`config.mk`:
```
export PLATFORM = sky130hd
export DESIGN_NAME = usb_host_port_interrupt_status
export DESIGN_NICKNAME = d
export VERILOG_FILES = /design/src/usb_hpis_pkg.sv /design/src/usb_host_port_interrupt_status.sv /design/src/line_detect.sv /design/src/channel_summary.sv
export VERILOG_INCLUDE_DIRS = /design/src
export SDC_FILE = /design/constraint.sdc
export NUM_CORES = 1
export LEC_CHECK = 0
export CORE_ASPECT_RATIO = 0.7
export CORE_MARGIN = 2
export CORE_UTILIZATION = 50
export CTS_BUF_LIST = sky130_fd_sc_hd__clkbuf_16
export CTS_CLUSTER_DIAMETER = 50
export DETAILED_ROUTE_END_ITERATION = 10
export DONT_BUFFER_PORTS = 1
export HOLD_SLACK_MARGIN = 0.05
export SLEW_MARGIN = 30
export SYNTH_ARGS = -nofsm -noshare
export SYNTH_HDL_FRONTEND = slang
export SYNTH_SLANG_ARGS = --single-unit
```
`constraint.sdc`:
```
create_clock -name pclk -period 3.9 [get_ports pclk]
set_input_delay 0.78 -clock pclk [delete_from_list [all_inputs] [get_ports pclk]]
set_output_delay 0.78 -clock pclk [all_outputs]
set_load 0.03 [all_outputs]
```
`src/usb_hpis_cfg.svh`:
```
// How it works
// RQ1 - writing 1 clears a status flag
// RQ2 - cable attach sets connect flag bit 4
// RQ3 - cable removal sets disconnect flag bit 3
// RQ4 - remote wakeup sets line bit 2
// RQ5 - good chirp sets bit 1, speed forced HS
// RQ6 - firmware clears chirp good on disconnect
// RQ7 - bad chirp sets line bit 0
// RQ8 - line and done bits need host role
// RQ9 - enabled pending flags pull interrupt low
// RQ10 - leaving host: clear flags, then disable
// RQ11 - entering host: clear flags, then enable
// RQ12 - disable request completion sets done bit 3
// RQ13 - resume completion sets done bit 2
// RQ14 - suspend completion sets done bit 1
// RQ15 - bus reset completion sets done bit 0
// RQ16 - port fault sets frame bit 2
// RQ17 - frame counter bit 2 fall sets wrap
// RQ18 - start-of-frame flag follows link speed
// RQ19 - summary bit per channel with enabled flag
// RQ20 - second port copy sits 200h higher
// RQ21 - transfer completion sets size-done flag
// RQ22 - retry error sets transaction error flag
// RQ23 - writing 0 keeps; reserved bits read 0
// RQ24 - set beats clear in same cycle
`ifndef USB_HPIS_CFG_SVH
`define USB_HPIS_CFG_SVH

`define NUM_PORTS 2
`define NUM_CHAN 5
`define ADDR_W 16
`define IDX_W 12
`define IDX_LO 2
`define IDX_HI 13
`define PORT_BIT 9
`define PORT_STRIDE 12'h200
// register indexes, byte address is four times the index
`define IDX_SPEED 12'h13D
`define IDX_ROLE 12'h13E
`define IDX_LINE 12'h140
`define IDX_DONE 12'h141
`define IDX_FRAME 12'h143
`define IDX_CHSUM 12'h144
`define IDX_CH0 12'h145
`define IDX_LINE_EN 12'h150
`define IDX_DONE_EN 12'h151
`define IDX_FRAME_EN 12'h153
`define IDX_CH0_EN 12'h155
// field widths and positions
`define LINE_W 5
`define DONE_W 4
`define FRAME_W 3
`define CH0_W 8
`define SPEED_W 2
`define UFRAME_W 3
`define LN_CONNECT 4
`define LN_DISCON 3
`define LN_WAKE 2
`define LN_CHIRP_OK 1
`define LN_CHIRP_NG 0
`define DN_DISABLED 3
`define DN_RESUME 2
`define DN_SUSPEND 1
`define DN_BUS_RESET 0
`define FR_FAULT 2
`define FR_WRAP 1
`define FR_SOF 0
`define C0_SIZE_DONE 7
`define C0_COUNT_DONE 6
`define C0_TRAN_ERR 5
`define C0_COND_CHG 4
`define C0_ASSIST_DONE 1
`define C0_ASSIST_STOP 0
`define CH0_MASK 8'hF3
`define FRAME_HI_MSB 2
// link speed codes and reset values
`define SPEED_HS 2'h0
`define SPEED_FS 2'h1
`define SPEED_LS 2'h2
`define SPEED_RST 2'h1
`define UFRAME_ZERO 3'h0
`define ROLE_RST 1'h0
`define ROLE_HOST 1'h1
`define BYTE_ZERO 8'h00
`define WORD_ZERO 32'h0000_0000

`endif

```
`src/usb_hpis_pkg.sv`:
```
`default_nettype none
`include "usb_hpis_cfg.svh"
package usb_hpis_pkg;

  typedef enum logic {APB_IDLE, APB_DONE} apb_state_t;

  typedef struct packed {
    apb_state_t apb;
    logic pready;
    logic pslverr;
    logic [31:0] prdata;
    logic irq_n;
    logic role;
    logic [`NUM_PORTS-1:0][`LINE_W-1:0] line;
    logic [`NUM_PORTS-1:0][`DONE_W-1:0] done;
    logic [`NUM_PORTS-1:0][`FRAME_W-1:0] frame;
    logic [`NUM_PORTS-1:0][`CH0_W-1:0] ch0;
    logic [`NUM_PORTS-1:0][`LINE_W-1:0] line_en;
    logic [`NUM_PORTS-1:0][`DONE_W-1:0] done_en;
    logic [`NUM_PORTS-1:0][`FRAME_W-1:0] frame_en;
    logic [`NUM_PORTS-1:0][`CH0_W-1:0] ch0_en;
    logic [`NUM_PORTS-1:0][`SPEED_W-1:0] speed;
    logic [`NUM_PORTS-1:0] fhi_prev;
  } status_state_t;

  typedef struct packed {
    logic [2:0] pin;
    logic rise;
    logic fall;
  } line_detect_t;

  typedef struct packed {
    logic [`NUM_CHAN-1:0] summary;
  } summary_t;

endpackage
`default_nettype wire

```
`src/usb_host_port_interrupt_status.sv`:
```
`timescale 1ns/1ps
`default_nettype none
`include "usb_hpis_cfg.svh"
module usb_host_port_interrupt_status
  import usb_hpis_pkg::*;
(
  input wire logic pclk,
  input wire logic presetn,
  input wire logic ce,
  input wire logic psel,
  input wire logic penable,
  input wire logic pwrite,
  input wire logic [`ADDR_W-1:0] paddr,
  input wire logic [31:0] pwdata,
  output logic [31:0] prdata,
  output logic pready,
  output logic pslverr,
  input wire logic [`NUM_PORTS-1:0] line_attached,
  input wire logic [`NUM_PORTS-1:0] remote_wakeup_evt,
  input wire logic [`NUM_PORTS-1:0] chirp_good_evt,
  input wire logic [`NUM_PORTS-1:0] chirp_bad_evt,
  input wire logic [`NUM_PORTS-1:0] disabled_done_evt,
  input wire logic [`NUM_PORTS-1:0] resume_done_evt,
  input wire logic [`NUM_PORTS-1:0] suspend_done_evt,
  input wire logic [`NUM_PORTS-1:0] bus_reset_done_evt,
  input wire logic [`NUM_PORTS-1:0] port_fault_evt,
  input wire logic [`NUM_PORTS-1:0] sof_evt,
  input wire logic [`NUM_PORTS-1:0] keepalive_evt,
  input wire logic [`NUM_PORTS-1:0][`UFRAME_W-1:0] microframe,
  input wire logic [`NUM_PORTS-1:0][7:0] frame_count_high,
  input wire logic [`NUM_PORTS-1:0] transfer_size_done_evt,
  input wire logic [`NUM_PORTS-1:0] transaction_count_done_evt,
  input wire logic [`NUM_PORTS-1:0] transaction_error_evt,
  input wire logic [`NUM_PORTS-1:0] condition_changed_evt,
  input wire logic [`NUM_PORTS-1:0] control_assist_done_evt,
  input wire logic [`NUM_PORTS-1:0] control_assist_stop_evt,
  input wire logic [`NUM_PORTS-1:0][`NUM_CHAN-1:0][7:0] chan_status,
  input wire logic [`NUM_PORTS-1:0][`NUM_CHAN-1:0][7:0] chan_enable,
  output logic cpu_irq_n,
  output logic [`NUM_PORTS-1:0][`SPEED_W-1:0] link_speed,
  output logic port_role_select
);

  // registered state and its next value
  status_state_t s;
  status_state_t next_s;

  // pulses and summaries from the per-port helpers
  logic [`NUM_PORTS-1:0] conn_pulse;
  logic [`NUM_PORTS-1:0] discon_pulse;
  logic [`NUM_PORTS-1:0][`NUM_CHAN-1:0] chsum;

  // bus decode and per-port working values
  logic [`IDX_W-1:0] idx;
  logic [`IDX_W-1:0] lidx;
  logic sel_port;
  logic wr_take;
  logic wr_here;
  logic host;
  logic [`NUM_PORTS-1:0] port_pend;
  logic rd_hit;
  logic [31:0] rd_data;
  logic [7:0] clr;
  logic [7:0] line_set;
  logic [7:0] done_set;
  logic [7:0] frame_set;
  logic [7:0] ch0_set;
  logic sof_set;
  logic wrap;

  // line and done status bits are visible only in host role; port 1 is host only
  function automatic logic host_ok(input logic port, input logic role);
    return port ? `ROLE_HOST : role;
  endfunction

  // write-one-to-clear with the hardware set winning over the clear
  function automatic logic [7:0] w1c(input logic [7:0] old, input logic [7:0] set, input logic [7:0] wr);
    return (old & ~wr) | set;
  endfunction

  // start-of-frame source for the link speed in use
  function automatic logic sof_hit(input logic [`SPEED_W-1:0] speed, input logic sof, input logic keep,
    input logic [`UFRAME_W-1:0] uframe);
    logic hit;
    hit = 1'b0;
    case (speed)
      `SPEED_HS:
        hit = sof && (uframe == `UFRAME_ZERO); // RQ18
      `SPEED_FS:
        hit = sof; // RQ18
      `SPEED_LS:
        hit = keep; // RQ18
      default:
        hit = 1'b0;
    endcase
    return hit;
  endfunction

  // any flag of one register that is pending and enabled
  function automatic logic cause(input logic [7:0] flags, input logic [7:0] enables);
    return |(flags & enables);
  endfunction

  // per-port line synchroniser and channel summary
  genvar g;
  generate
    for (g = 0; g < `NUM_PORTS; g++)
    begin : g_port
      line_detect u_line (
        .pclk(pclk),
        .presetn(presetn),
        .ce(ce),
        .attached(line_attached[g]),
        .attach_pulse(conn_pulse[g]),
        .detach_pulse(discon_pulse[g])
      );

      channel_summary #(
        .CHANNELS(`NUM_CHAN)
      ) u_sum (
        .pclk(pclk),
        .presetn(presetn),
        .ce(ce),
        .chan_status(chan_status[g]),
        .chan_enable(chan_enable[g]),
        .summary(chsum[g])
      );
    end
  endgenerate

  // pending enabled causes, one bit per port copy
  genvar q;
  generate
    for (q = 0; q < `NUM_PORTS; q++)
    begin : g_pend
      assign port_pend[q] = cause(8'(s.line[q]), 8'(s.line_en[q]))
        || cause(8'(s.done[q]), 8'(s.done_en[q]))
        || cause(8'(s.frame[q]), 8'(s.frame_en[q]))
        || cause(s.ch0[q], s.ch0_en[q])
        || |chsum[q]; // RQ9
    end
  endgenerate

  // address decode: the port bit selects the copy, the rest the register
  always_comb
  begin
    idx = paddr[`IDX_HI:`IDX_LO];
    sel_port = idx[`PORT_BIT]; // RQ20
    lidx = idx & ~`PORT_STRIDE; // RQ20
  end

  // read mux for the addressed port, reserved bits read as zero
  always_comb
  begin
    rd_hit = 1'b1;
    rd_data = `WORD_ZERO;
    host = host_ok(sel_port, s.role);
    // status registers first, own control registers after
    case (lidx)
      `IDX_LINE:
      begin
        if (host)
          rd_data = 32'(s.line[sel_port]); // RQ8
      end
      `IDX_DONE:
      begin
        if (host)
          rd_data = 32'(s.done[sel_port]); // RQ8
      end
      `IDX_FRAME:
        rd_data = 32'(s.frame[sel_port]);
      `IDX_CHSUM:
        rd_data = 32'(chsum[sel_port]); // RQ19
      `IDX_CH0:
        rd_data = 32'(s.ch0[sel_port] & `CH0_MASK); // RQ23
      `IDX_SPEED:
        rd_data = 32'(s.speed[sel_port]);
      `IDX_ROLE:
        rd_data = 32'(host_ok(sel_port, s.role));
      `IDX_LINE_EN:
        rd_data = 32'(s.line_en[sel_port]);
      `IDX_DONE_EN:
        rd_data = 32'(s.done_en[sel_port]);
      `IDX_FRAME_EN:
        rd_data = 32'(s.frame_en[sel_port]);
      `IDX_CH0_EN:
        rd_data = 32'(s.ch0_en[sel_port] & `CH0_MASK);
      default:
        rd_hit = 1'b0;
    endcase
  end

  // next-state logic for flags, enables, speed and the bus answer
  always_comb
  begin
    // everything holds unless a rule below changes it
    next_s = s;
    // a write lands at the edge where the answer stands
    wr_take = (s.apb == APB_DONE) && psel && penable && pwrite;
    wr_here = 1'b0;
    clr = `BYTE_ZERO;
    line_set = `BYTE_ZERO;
    done_set = `BYTE_ZERO;
    frame_set = `BYTE_ZERO;
    ch0_set = `BYTE_ZERO;
    sof_set = 1'b0;
    wrap = 1'b0;

    for (int p = 0; p < `NUM_PORTS; p++)
    begin
      // decode for the port copy handled in this pass
      wr_here = wr_take && (sel_port == p[0]);

      // line events
      line_set = `BYTE_ZERO;
      line_set[`LN_CONNECT] = conn_pulse[p]; // RQ2
      line_set[`LN_DISCON] = discon_pulse[p]; // RQ3
      line_set[`LN_WAKE] = remote_wakeup_evt[p]; // RQ4
      line_set[`LN_CHIRP_OK] = chirp_good_evt[p]; // RQ5
      line_set[`LN_CHIRP_NG] = chirp_bad_evt[p]; // RQ7
      clr = `BYTE_ZERO;
      if (wr_here && lidx == `IDX_LINE && host_ok(p[0], s.role)) // RQ8
        clr = pwdata[7:0]; // RQ1
      next_s.line[p] = `LINE_W'(w1c(8'(s.line[p]), line_set, clr)); // RQ24

      // state-management completions
      done_set = `BYTE_ZERO;
      done_set[`DN_DISABLED] = disabled_done_evt[p]; // RQ12
      done_set[`DN_RESUME] = resume_done_evt[p]; // RQ13
      done_set[`DN_SUSPEND] = suspend_done_evt[p]; // RQ14
      done_set[`DN_BUS_RESET] = bus_reset_done_evt[p]; // RQ15
      clr = `BYTE_ZERO;
      if (wr_here && lidx == `IDX_DONE && host_ok(p[0], s.role)) // RQ8
        clr = pwdata[7:0]; // RQ1
      next_s.done[p] = `DONE_W'(w1c(8'(s.done[p]), done_set, clr)); // RQ24

      // frame events: wrap on the falling edge of the high count bit
      next_s.fhi_prev[p] = frame_count_high[p][`FRAME_HI_MSB];
      wrap = s.fhi_prev[p] & ~frame_count_high[p][`FRAME_HI_MSB]; // RQ17
      sof_set = sof_hit(s.speed[p], sof_evt[p], keepalive_evt[p], microframe[p]); // RQ18
      frame_set = `BYTE_ZERO;
      frame_set[`FR_FAULT] = port_fault_evt[p]; // RQ16
      frame_set[`FR_WRAP] = wrap; // RQ17
      frame_set[`FR_SOF] = sof_set; // RQ18
      clr = `BYTE_ZERO;
      if (wr_here && lidx == `IDX_FRAME)
        clr = pwdata[7:0]; // RQ1
      next_s.frame[p] = `FRAME_W'(w1c(8'(s.frame[p]), frame_set, clr)); // RQ24

      // control channel events, reserved bits held at zero
      ch0_set = `BYTE_ZERO;
      ch0_set[`C0_SIZE_DONE] = transfer_size_done_evt[p]; // RQ21
      ch0_set[`C0_COUNT_DONE] = transaction_count_done_evt[p];
      ch0_set[`C0_TRAN_ERR] = transaction_error_evt[p]; // RQ22
      ch0_set[`C0_COND_CHG] = condition_changed_evt[p];
      ch0_set[`C0_ASSIST_DONE] = control_assist_done_evt[p];
      ch0_set[`C0_ASSIST_STOP] = control_assist_stop_evt[p];
      clr = `BYTE_ZERO;
      if (wr_here && lidx == `IDX_CH0)
        clr = pwdata[7:0]; // RQ1
      next_s.ch0[p] = w1c(s.ch0[p], ch0_set, clr) & `CH0_MASK; // RQ23

      // enables are plain read/write
      if (wr_here && lidx == `IDX_LINE_EN)
        next_s.line_en[p] = pwdata[`LINE_W-1:0];
      if (wr_here && lidx == `IDX_DONE_EN)
        next_s.done_en[p] = pwdata[`DONE_W-1:0];
      if (wr_here && lidx == `IDX_FRAME_EN)
        next_s.frame_en[p] = pwdata[`FRAME_W-1:0];
      if (wr_here && lidx == `IDX_CH0_EN)
        next_s.ch0_en[p] = pwdata[`CH0_W-1:0] & `CH0_MASK; // RQ23

      // link speed: a good chirp forces high speed over a write
      if (wr_here && lidx == `IDX_SPEED)
        next_s.speed[p] = pwdata[`SPEED_W-1:0];
      if (chirp_good_evt[p])
        next_s.speed[p] = `SPEED_HS; // RQ5

      // role select exists only on port 0
      if (wr_here && p == 0 && lidx == `IDX_ROLE)
        next_s.role = pwdata[0];
    end

    // interrupt output, low while anything enabled is pending
    next_s.irq_n = ~|port_pend; // RQ9

    // apb slave: one wait state, answer registered
    case (s.apb)
      APB_IDLE:
      begin
        // idle: answer one cycle after the access phase opens
        next_s.pready = 1'b0;
        next_s.pslverr = 1'b0;
        if (psel && penable)
        begin
          next_s.apb = APB_DONE;
          next_s.pready = 1'b1;
          next_s.pslverr = ~rd_hit;
          next_s.prdata = (pwrite || !rd_hit) ? `WORD_ZERO : rd_data;
        end
      end
      APB_DONE:
      begin
        // answer stands one cycle, then back to idle
        next_s.apb = APB_IDLE;
        next_s.pready = 1'b0;
        next_s.pslverr = 1'b0;
      end
      default:
      begin
        next_s.apb = APB_IDLE;
        next_s.pready = 1'b0;
        next_s.pslverr = 1'b0;
      end
    endcase
  end

  // single state register, frozen while ce is low
  always_ff @(posedge pclk or negedge presetn)
  begin
    if (!presetn)
    begin
      // reset values: interrupt high, device role, full speed
      s <= '0;
      s.irq_n <= 1'b1;
      s.role <= `ROLE_RST;
      s.speed <= {`NUM_PORTS{`SPEED_RST}};
    end
    else if (ce)
      s <= next_s;
  end

  // outputs straight from the state register
  assign prdata = s.prdata;
  assign pready = s.pready;
  assign pslverr = s.pslverr;
  assign cpu_irq_n = s.irq_n;
  assign link_speed = s.speed;
  assign port_role_select = s.role;

endmodule
`default_nettype wire

```
`src/line_detect.sv`:
```
`timescale 1ns/1ps
`default_nettype none
`include "usb_hpis_cfg.svh"
module line_detect
  import usb_hpis_pkg::*;
(
  input wire logic pclk,
  input wire logic presetn,
  input wire logic ce,
  input wire logic attached,
  output logic attach_pulse,
  output logic detach_pulse
);

  line_detect_t s;
  line_detect_t next_s;

  // two-flop synchroniser, then edge detect on the settled copy
  always_comb
  begin
    next_s = s;
    next_s.pin = {s.pin[1], s.pin[0], attached};
    next_s.rise = s.pin[1] & ~s.pin[2]; // RQ2
    next_s.fall = ~s.pin[1] & s.pin[2]; // RQ3
  end

  // state register, frozen while ce is low
  always_ff @(posedge pclk or negedge presetn)
  begin
    if (!presetn)
      s <= '0;
    else if (ce)
      s <= next_s;
  end

  assign attach_pulse = s.rise;
  assign detach_pulse = s.fall;

endmodule
`default_nettype wire

```
`src/channel_summary.sv`:
```
`timescale 1ns/1ps
`default_nettype none
`include "usb_hpis_cfg.svh"
module channel_summary
  import usb_hpis_pkg::*;
#(
  parameter int CHANNELS = `NUM_CHAN
)
(
  input wire logic pclk,
  input wire logic presetn,
  input wire logic ce,
  input wire logic [CHANNELS-1:0][7:0] chan_status,
  input wire logic [CHANNELS-1:0][7:0] chan_enable,
  output logic [CHANNELS-1:0] summary
);

  summary_t s;
  summary_t next_s;
  logic [CHANNELS-1:0] hit;

  // true when any enabled flag is pending
  function automatic logic any_enabled(input logic [7:0] st, input logic [7:0] en);
    return |(st & en);
  endfunction

  // one summary bit per channel
  genvar c;
  generate
    for (c = 0; c < CHANNELS; c++)
    begin : g_chan
      assign hit[c] = any_enabled(chan_status[c], chan_enable[c]); // RQ19
    end
  endgenerate

  // registered copy of the summary
  always_comb
  begin
    next_s = s;
    next_s.summary = hit;
  end

  always_ff @(posedge pclk or negedge presetn)
  begin
    if (!presetn)
      s <= '0;
    else if (ce)
      s <= next_s;
  end

  assign summary = s.summary;

endmodule
`default_nettype wire

```
==> summary.txt, run 1 <==
Pwr
  • Leakage power: around 2.7 nW
  • Pwr dens: 360.3 nW/um^2
  • Final Power: 2.329 mW
  • Peak VDD IR: 0.0002203 V

Min path
  • Hold Path Class: input port to asynchronous set/reset pin

STA
  • Clk_skew: approximately 0.011 ns
  • RSZ-0062 raised after global routing: no
  • Slew @ Worst Pin: 0.9152 ns
  • Period utilization: about 64%
  • Setup TNS: 0 ns
  • Fmax achieved: roughly 400 MHz
  • # setup viols final: 0
  • Fin crit period: 2.479 ns
  • Final Hold Viols: 0
  • Relative slew margins: a little under two fifths
  • Max Transition Viols Final: 0

Drt
  • Initial DRT Pass Iterations: 6
  • Vias/cell: about 7
  • WL final: roughly 20 mm
  • Vias: 4956
  • Final ANT Viol Nets: 0
  • # DRC: 0
  • Routed len/inst: about 28 um
  • Initial DRC Count: 444

GRT
  • Routing usage on met2: 43.02%
  • Initial antenna violation count: 1
  • Global-route wire length before repair: 29.50 mm
  • Largest net degree at the start of global routing: 111
  • Most crowded layer after global routing: met1
  • Vias in the first global route: 4695
  • Total grt overflow: 0
  • GR Util met3: 8.190%
  • M1 GR Usage: 45.90%
  • GRT Util Overall: 30.10%

Clocking
  • CTS buffer count: 9
  • Clock Pin Slew Worst Setup and Hold Paths: 0.08 ns
  • Postcts setup bufs: 0
  • Deepest clock path buffer count: 2
  • H-tree depth: 3
  • TritonCTS clock tree: done
  • Post-CTS sizing: 0
  • Root Buffer: clkbuf_16
  • # clock sinks: 110
  • Hold-fix buffers at CTS: 0
  • Clk_lat worst skew: 0.36 ns

Floorplanning
  • Rows: 34
  • DIE WIDTH: 137.7 um
  • I/O pin count: 310
  • Starting Density: 50.89%
  • Die area: 13440 um^2
  • Core Region: between 10000 and 15000 um^2
  • Die Ht: between 90 and 100 um

Layout
  • Area Overhead vs Synth: 3.300%
  • Diode count: 0
  • Design area: 6462 um^2
  • Fill cells: 1107
  • Ratio of cells with drive above 1 in the final layout: ~16%
  • Post-Layout Cell Count: 725
  • Nets: 828

Worst setup path
  • Crit path kind: flip-flop to flip-flop
  • CP Launch Type: flip-flop
  • CP Launch Point: s[122]$_DFFE_PN0P_
  • Maximum fanout along the worst path: 5
  • Worst reg2reg startpoint: s[122]$_DFFE_PN0P_
  • Worst setup EP type: flip-flop
  • Worst path required time: 4.14 ns
  • Crit path DAT: 2.72 ns

Synthesis
  • Synthesized-area fraction occupied by adder cells: 0%
  • Post-synth EDFFs: 0
  • Yosys cell types: between 60 and 70
  • Synth Warn #: 0
  • Mapped cell area: 6256 um^2
  • Cells after Synth: just under 600
  • Largest family of logic cells by synthesized area: compound AO/OA/AOI/OAI gates
  • Share of flip-flops with an asynchronous set or reset: 100.0%
  • Post-synthesis sequential area ratio: 44.06%
  • Syn_area_per_cell: 10.68 um^2
  • Synth Flop Type: dfrtp_1
  • Synth Area in Compound Gates: roughly 20%
  • #FFs+latches synth: 110
  • XOR/XNOR Fraction of Synth Area: less than 1%
  • Post-Synth Simple-Gate Area: 13.98%
  • Mux cell area share after synthesis: approximately 15%

Run
  • MaxCap Viol Count: 0

Placement
  • Final Wtd Congestion: between 1 and 1.5
  • DP Area: 6148 um^2
  • Placed Cells incl. Taps: 709
  • Detailed placement HPWL: 15.68 mm
  • IO Port Bufs: 0

Status
  • Outcome: finished, final reports clean
## Yosys cell counts (all sizes together), types with 2 or more instances
cell | instances | area, um^2
nor3 | 13 | 135.1
nand3 | 21 | 105.1
a2bb2oi | 2 | 17.52
clkbuf | 10 | 37.54
inv | 15 | 56.30
a31oi | 11 | 68.82
dfstp | 3 | 78.83
nor4b | 4 | 56.30
nand4 | 9 | 56.30
dfrtp | 107 | 2678
o22ai | 15 | 93.84
nor2b | 2 | 12.51
or4b | 2 | 23.77
a32o | 3 | 30.03
a22oi | 6 | 45.04
o21ai | 33 | 165.2
nand2 | 53 | 201.5
and2 | 2 | 12.51
mux2i | 35 | 350.3
o211ai | 2 | 15.01
mux2 | 50 | 563.0
buf | 52 | 359.1
a221oi | 27 | 236.5
nor4 | 4 | 31.28
a22o | 51 | 446.7
and3 | 2 | 12.51
nand3b | 5 | 37.54
nor2 | 22 | 110.1
## placed cells by master, fill, tap and decap left out, types with 3 or more instances in the layout
cell type	instances
a221oi_1	27
a22o_1	51
a22oi_1	6
a31oi_1	11
a32o_1	3
clkbuf_16	9
conb_1	24
dfrtp_1	107
dfstp_2	3
inv_1	15
inv_6	4
mux2_2	50
mux2i_1	35
nand2_1	52
nand3_1	21
nand3b_1	5
nand4_1	9
nor2_1	17
nor2_4	3
nor3_1	4
nor3_2	5
nor3_4	4
nor4_1	3
o21ai_0	33
o22ai_1	15
## layer usage
layer / share of wire, % / routed length (um) / vias up
li1: - / - / 2134
met2: 43 / 8724 / 291
met5: 0.064 / 13 / -
met1: 45 / 9157 / 2509
met4: 1.2 / 238 / 2
met3: 10 / 2025 / 20
## final timing paths
kind | to | slack (ns) | depth (start not counted)
min reg2reg | s[79]$_DFFE_PN0P_ | 0.48 | 2
min in group pclk | s[79]$_DFFE_PN0P_ | 0.48 | 2
max in group asynchronous | cpu_irq_n$_DFFE_PN1P_ | 3.57 | 0
max | s[26]$_DFFE_PN0P_ | 1.42 | 5
min | g_port[1].u_line.next_s[4]$_DFFE_PN0P_ | 0.12 | 0
max reg2reg | s[26]$_DFFE_PN0P_ | 1.42 | 5
## logic make-up (layout without fill, tap and decap cells)
kind of cell              after synthesis  count (layout)
AOI/OAI and AO/OA                     164             164
xor gates and xnor gates                1               1
buffers and inverters                  77              31
DFF                                   110             110
muxes                                  85              85
other                                   1              24
and+or+nand+nor                       148             148
## per-stage QoR
step	hold WS (ns)	util [%]	setup WS (ns)
2_1_floorplan	0.4387	-	1.620
3_3_place_gp	0.4513	50.01	1.342
3_5_place_dp	0.4567	50.01	1.301
4_1_cts	0.1058	52.56	1.476
5_1_grt	0.1037	52.56	1.320
6_report	0.1172	52.56	1.421
## where the power goes
part | internal, mW | switching (mW)
registers | 1.17 | 0.0300
logic | 0.0677 | 0.0810
clock network | 0.514 | 0.466
total | 1.75 | 0.577
## critical path, stage by stage, from the launching register on
cell,delay (ns)
dfrtp_1,0.53
nand4_1,0.35
nor2_1,0.43
nand2_1,0.33
nor3_2,0.34
mux2_2,0.38
## flip-flops by register name (all words and copies together) (netlist names), 2 cells and up
register                    cells
prdata                          8
link_speed                      4
g_port.u_line.next_s            4
g_port.u_sum.summary           10
s                              75
g_port.u_line.detach_pulse      2
g_port.u_line.s                 2
g_port.u_line.attach_pulse      2
## layout make-up
type,count,area (um^2),area share [%]
multi-input cells,422,3133,48.48
flip-flops and latches,110,2756,42.65
well taps,162,202.7,3.136
inverters,15,56.30,0.8712
clock buffers,9,225.2,3.485
clock inverters,7,88.84,1.375
Power figures use the tool's default switching activity.
==> run 2: changes to the inputs <==
==> constraint.sdc (replaced) <==
create_clock -name pclk -period 2.4 [get_ports pclk]
set_input_delay 0.48 -clock pclk [delete_from_list [all_inputs] [get_ports pclk]]
set_output_delay 0.48 -clock pclk [all_outputs]
set_load 0.03 [all_outputs]
==> summary.txt, run 2 (synthesis gave the netlist of run 1 again) <==
Layout
  • Area Overhead vs Synth: 4.920%
  • Ratio of cells with drive above 1 in the final layout: around 18%
  • Nets: 838
  • Largest Register: s
  • Design area: 6564 um^2
  • Post-Layout Cell Count: 739
  • Most common cell after layout, fill and taps aside: dfrtp_1
  • Commonest non-fill, non-tap cells in the layout: dfrtp_1, nand2_1, a22o_1, mux2_2, mux2i_1
  • Fin util: 53.39%
  • Largest register FFs: 75

Worst setup path
  • Crit path DAT: 2.16 ns
  • Maximum fanout along the worst path: 7
  • CP Launch Type: flip-flop
  • Worst path required time: between 2 and 3 ns
  • Crit path kind: flip-flop to flip-flop
  • Worst setup EP type: flip-flop

Drt
  • Initial DRT Pass Iterations: 6
  • Vias/cell: 6.652
  • # DRC: 0
  • Final ANT Viol Nets: 0
  • WL final: 20.00 mm
  • Vias: roughly 4900
  • Routed len/inst: around 27 um
  • Initial DRC Count: 468

Clocking
  • Root Buffer: clkbuf_16
  • Clock Pin Slew Worst Setup and Hold Paths: 0.07 ns
  • CTS buffer count: 9
  • H-tree depth: 3
  • TritonCTS clock tree: done
  • Clk_lat worst skew: 0.36 ns
  • Postcts setup bufs: 0
  • Deepest clock path buffer count: 2
  • Post-CTS sizing: 0
  • # clock sinks: 110

Floorplanning
  • Die Ht: 97.59 um
  • DIE WIDTH: 137.7 um
  • Starting Density: 50.89%
  • Rows: 34
  • I/O pin count: 310
  • Die area: 13440 um^2
  • Core Region: 12290 um^2

STA
  • Setup TNS: 0 ns
  • # setup viols final: 0
  • Final Hold Viols: approximately 110
  • RSZ-0062 raised after global routing: no
  • Max Transition Viols Final: 0
  • Slew @ Worst Pin: approximately 0.58 ns
  • Clk_skew: roughly 0.0094 ns
  • Fin crit period: about 1.9 ns
  • Worst hold slack: -0.1856 ns
  • Fmax achieved: roughly 520 MHz
  • Relative slew margins: 61.37%
  • Worst setup margin: 0.4783 ns
  • Period utilization: 80.07%

Placement
  • Pre-CTS setup slack: 0.2793 ns
  • Placed Cells incl. Taps: 719
  • DP Area: between 6000 and 7000 um^2
  • Detailed placement HPWL: 15.40 mm
  • Final Wtd Congestion: 1.057
  • IO Port Bufs: 0

Pwr
  • Pwr dens: 588.4 nW/um^2
  • Leakage power: 2.712 nW
  • Final Power: 3.862 mW
  • Peak VDD IR: 0.0003498 V

GRT
  • Largest net degree at the start of global routing: 111
  • Total grt overflow: 0
  • Vias in the first global route: 4808
  • GRT Util Overall: 30.07%
  • Initial antenna violation count: 6
  • Global-route wire length before repair: slightly below 30 mm

Status
  • Outcome: complete, but fails checks
  • Failing checks: negative hold slack

Min path
  • Hold Path Class: input port to asynchronous set/reset pin

Run
  • MaxCap Viol Count: 0
[run 2: cell types whose count changed in the layout (fill, tap and decap cells not counted)]
cell / before / now
buf_4: 0 / 10
bufinv_16: 1 / 2
clkinv_4: 0 / 2
clkinv_8: 1 / 0
diode_2: 0 / 4
inv_6: 4 / 1
inv_8: 0 / 1
[run 2: power by group]
group          internal, mW  switching, mW
Sequential             1.90         0.0450
Combinational         0.114          0.137
Clock                 0.931          0.734
Total                  2.95          0.916
[run 2: worst max-delay path, cell delays in order (launching register included)]
cell and delay (ns):
dfrtp_1 0.36, nand4_1 0.19, nor2_1 0.20, nand2_2 0.22, nor3_2 0.45, mux2_2 0.39
[run 2: metal layers]
| layer | vias up | share of wire [%] | global-route usage [%] |
|---|---|---|---|
| met3 | 19 | 11 | 12.05 |
| li1 | 2165 | - | - |
| met2 | 273 | 44 | 41.91 |
| met1 | 2455 | 43 | 43.74 |
| met4 | 4 | 1.1 | 7.064 |
| met5 | - | 0.16 | 0 |
[run 2: final timing paths]
kind / to / startpoint / slack, ns / depth (start not counted)
min: g_port[1].u_line.detach_pulse$_DFFE_PN0P_ / presetn / -0.19 / 0
max: s[24]$_DFFE_PN0P_ / s[122]$_DFFE_PN0P_ / 0.48 / 5
min reg2reg: s[80]$_DFFE_PN0P_ / g_port[0].u_line.attach_pulse$_DFFE_PN0P_ / 0.47 / 2
max reg2reg: s[24]$_DFFE_PN0P_ / s[122]$_DFFE_PN0P_ / 0.48 / 5
max in group asynchronous: cpu_irq_n$_DFFE_PN1P_ / presetn / 2.34 / 0
min in group pclk: cpu_irq_n$_DFFE_PN1P_ / ce / 0.22 / 1
[run 2: layout make-up]
| cell class | count | area, um^2 |
|---|---|---|
| Clock inverter | 7 | 105.1 |
| Multi-Input combinational cell | 422 | 3133 |
| Clock buffer | 9 | 225.2 |
| Fill cell | 1084 | 5731 |
| Inverter | 15 | 56.30 |
| Tap cell | 162 | 202.7 |
| Antenna cell | 4 | 10.01 |
| Sequential cell | 110 | 2756 |
| Timing Repair Buffer | 10 | 75.07 |
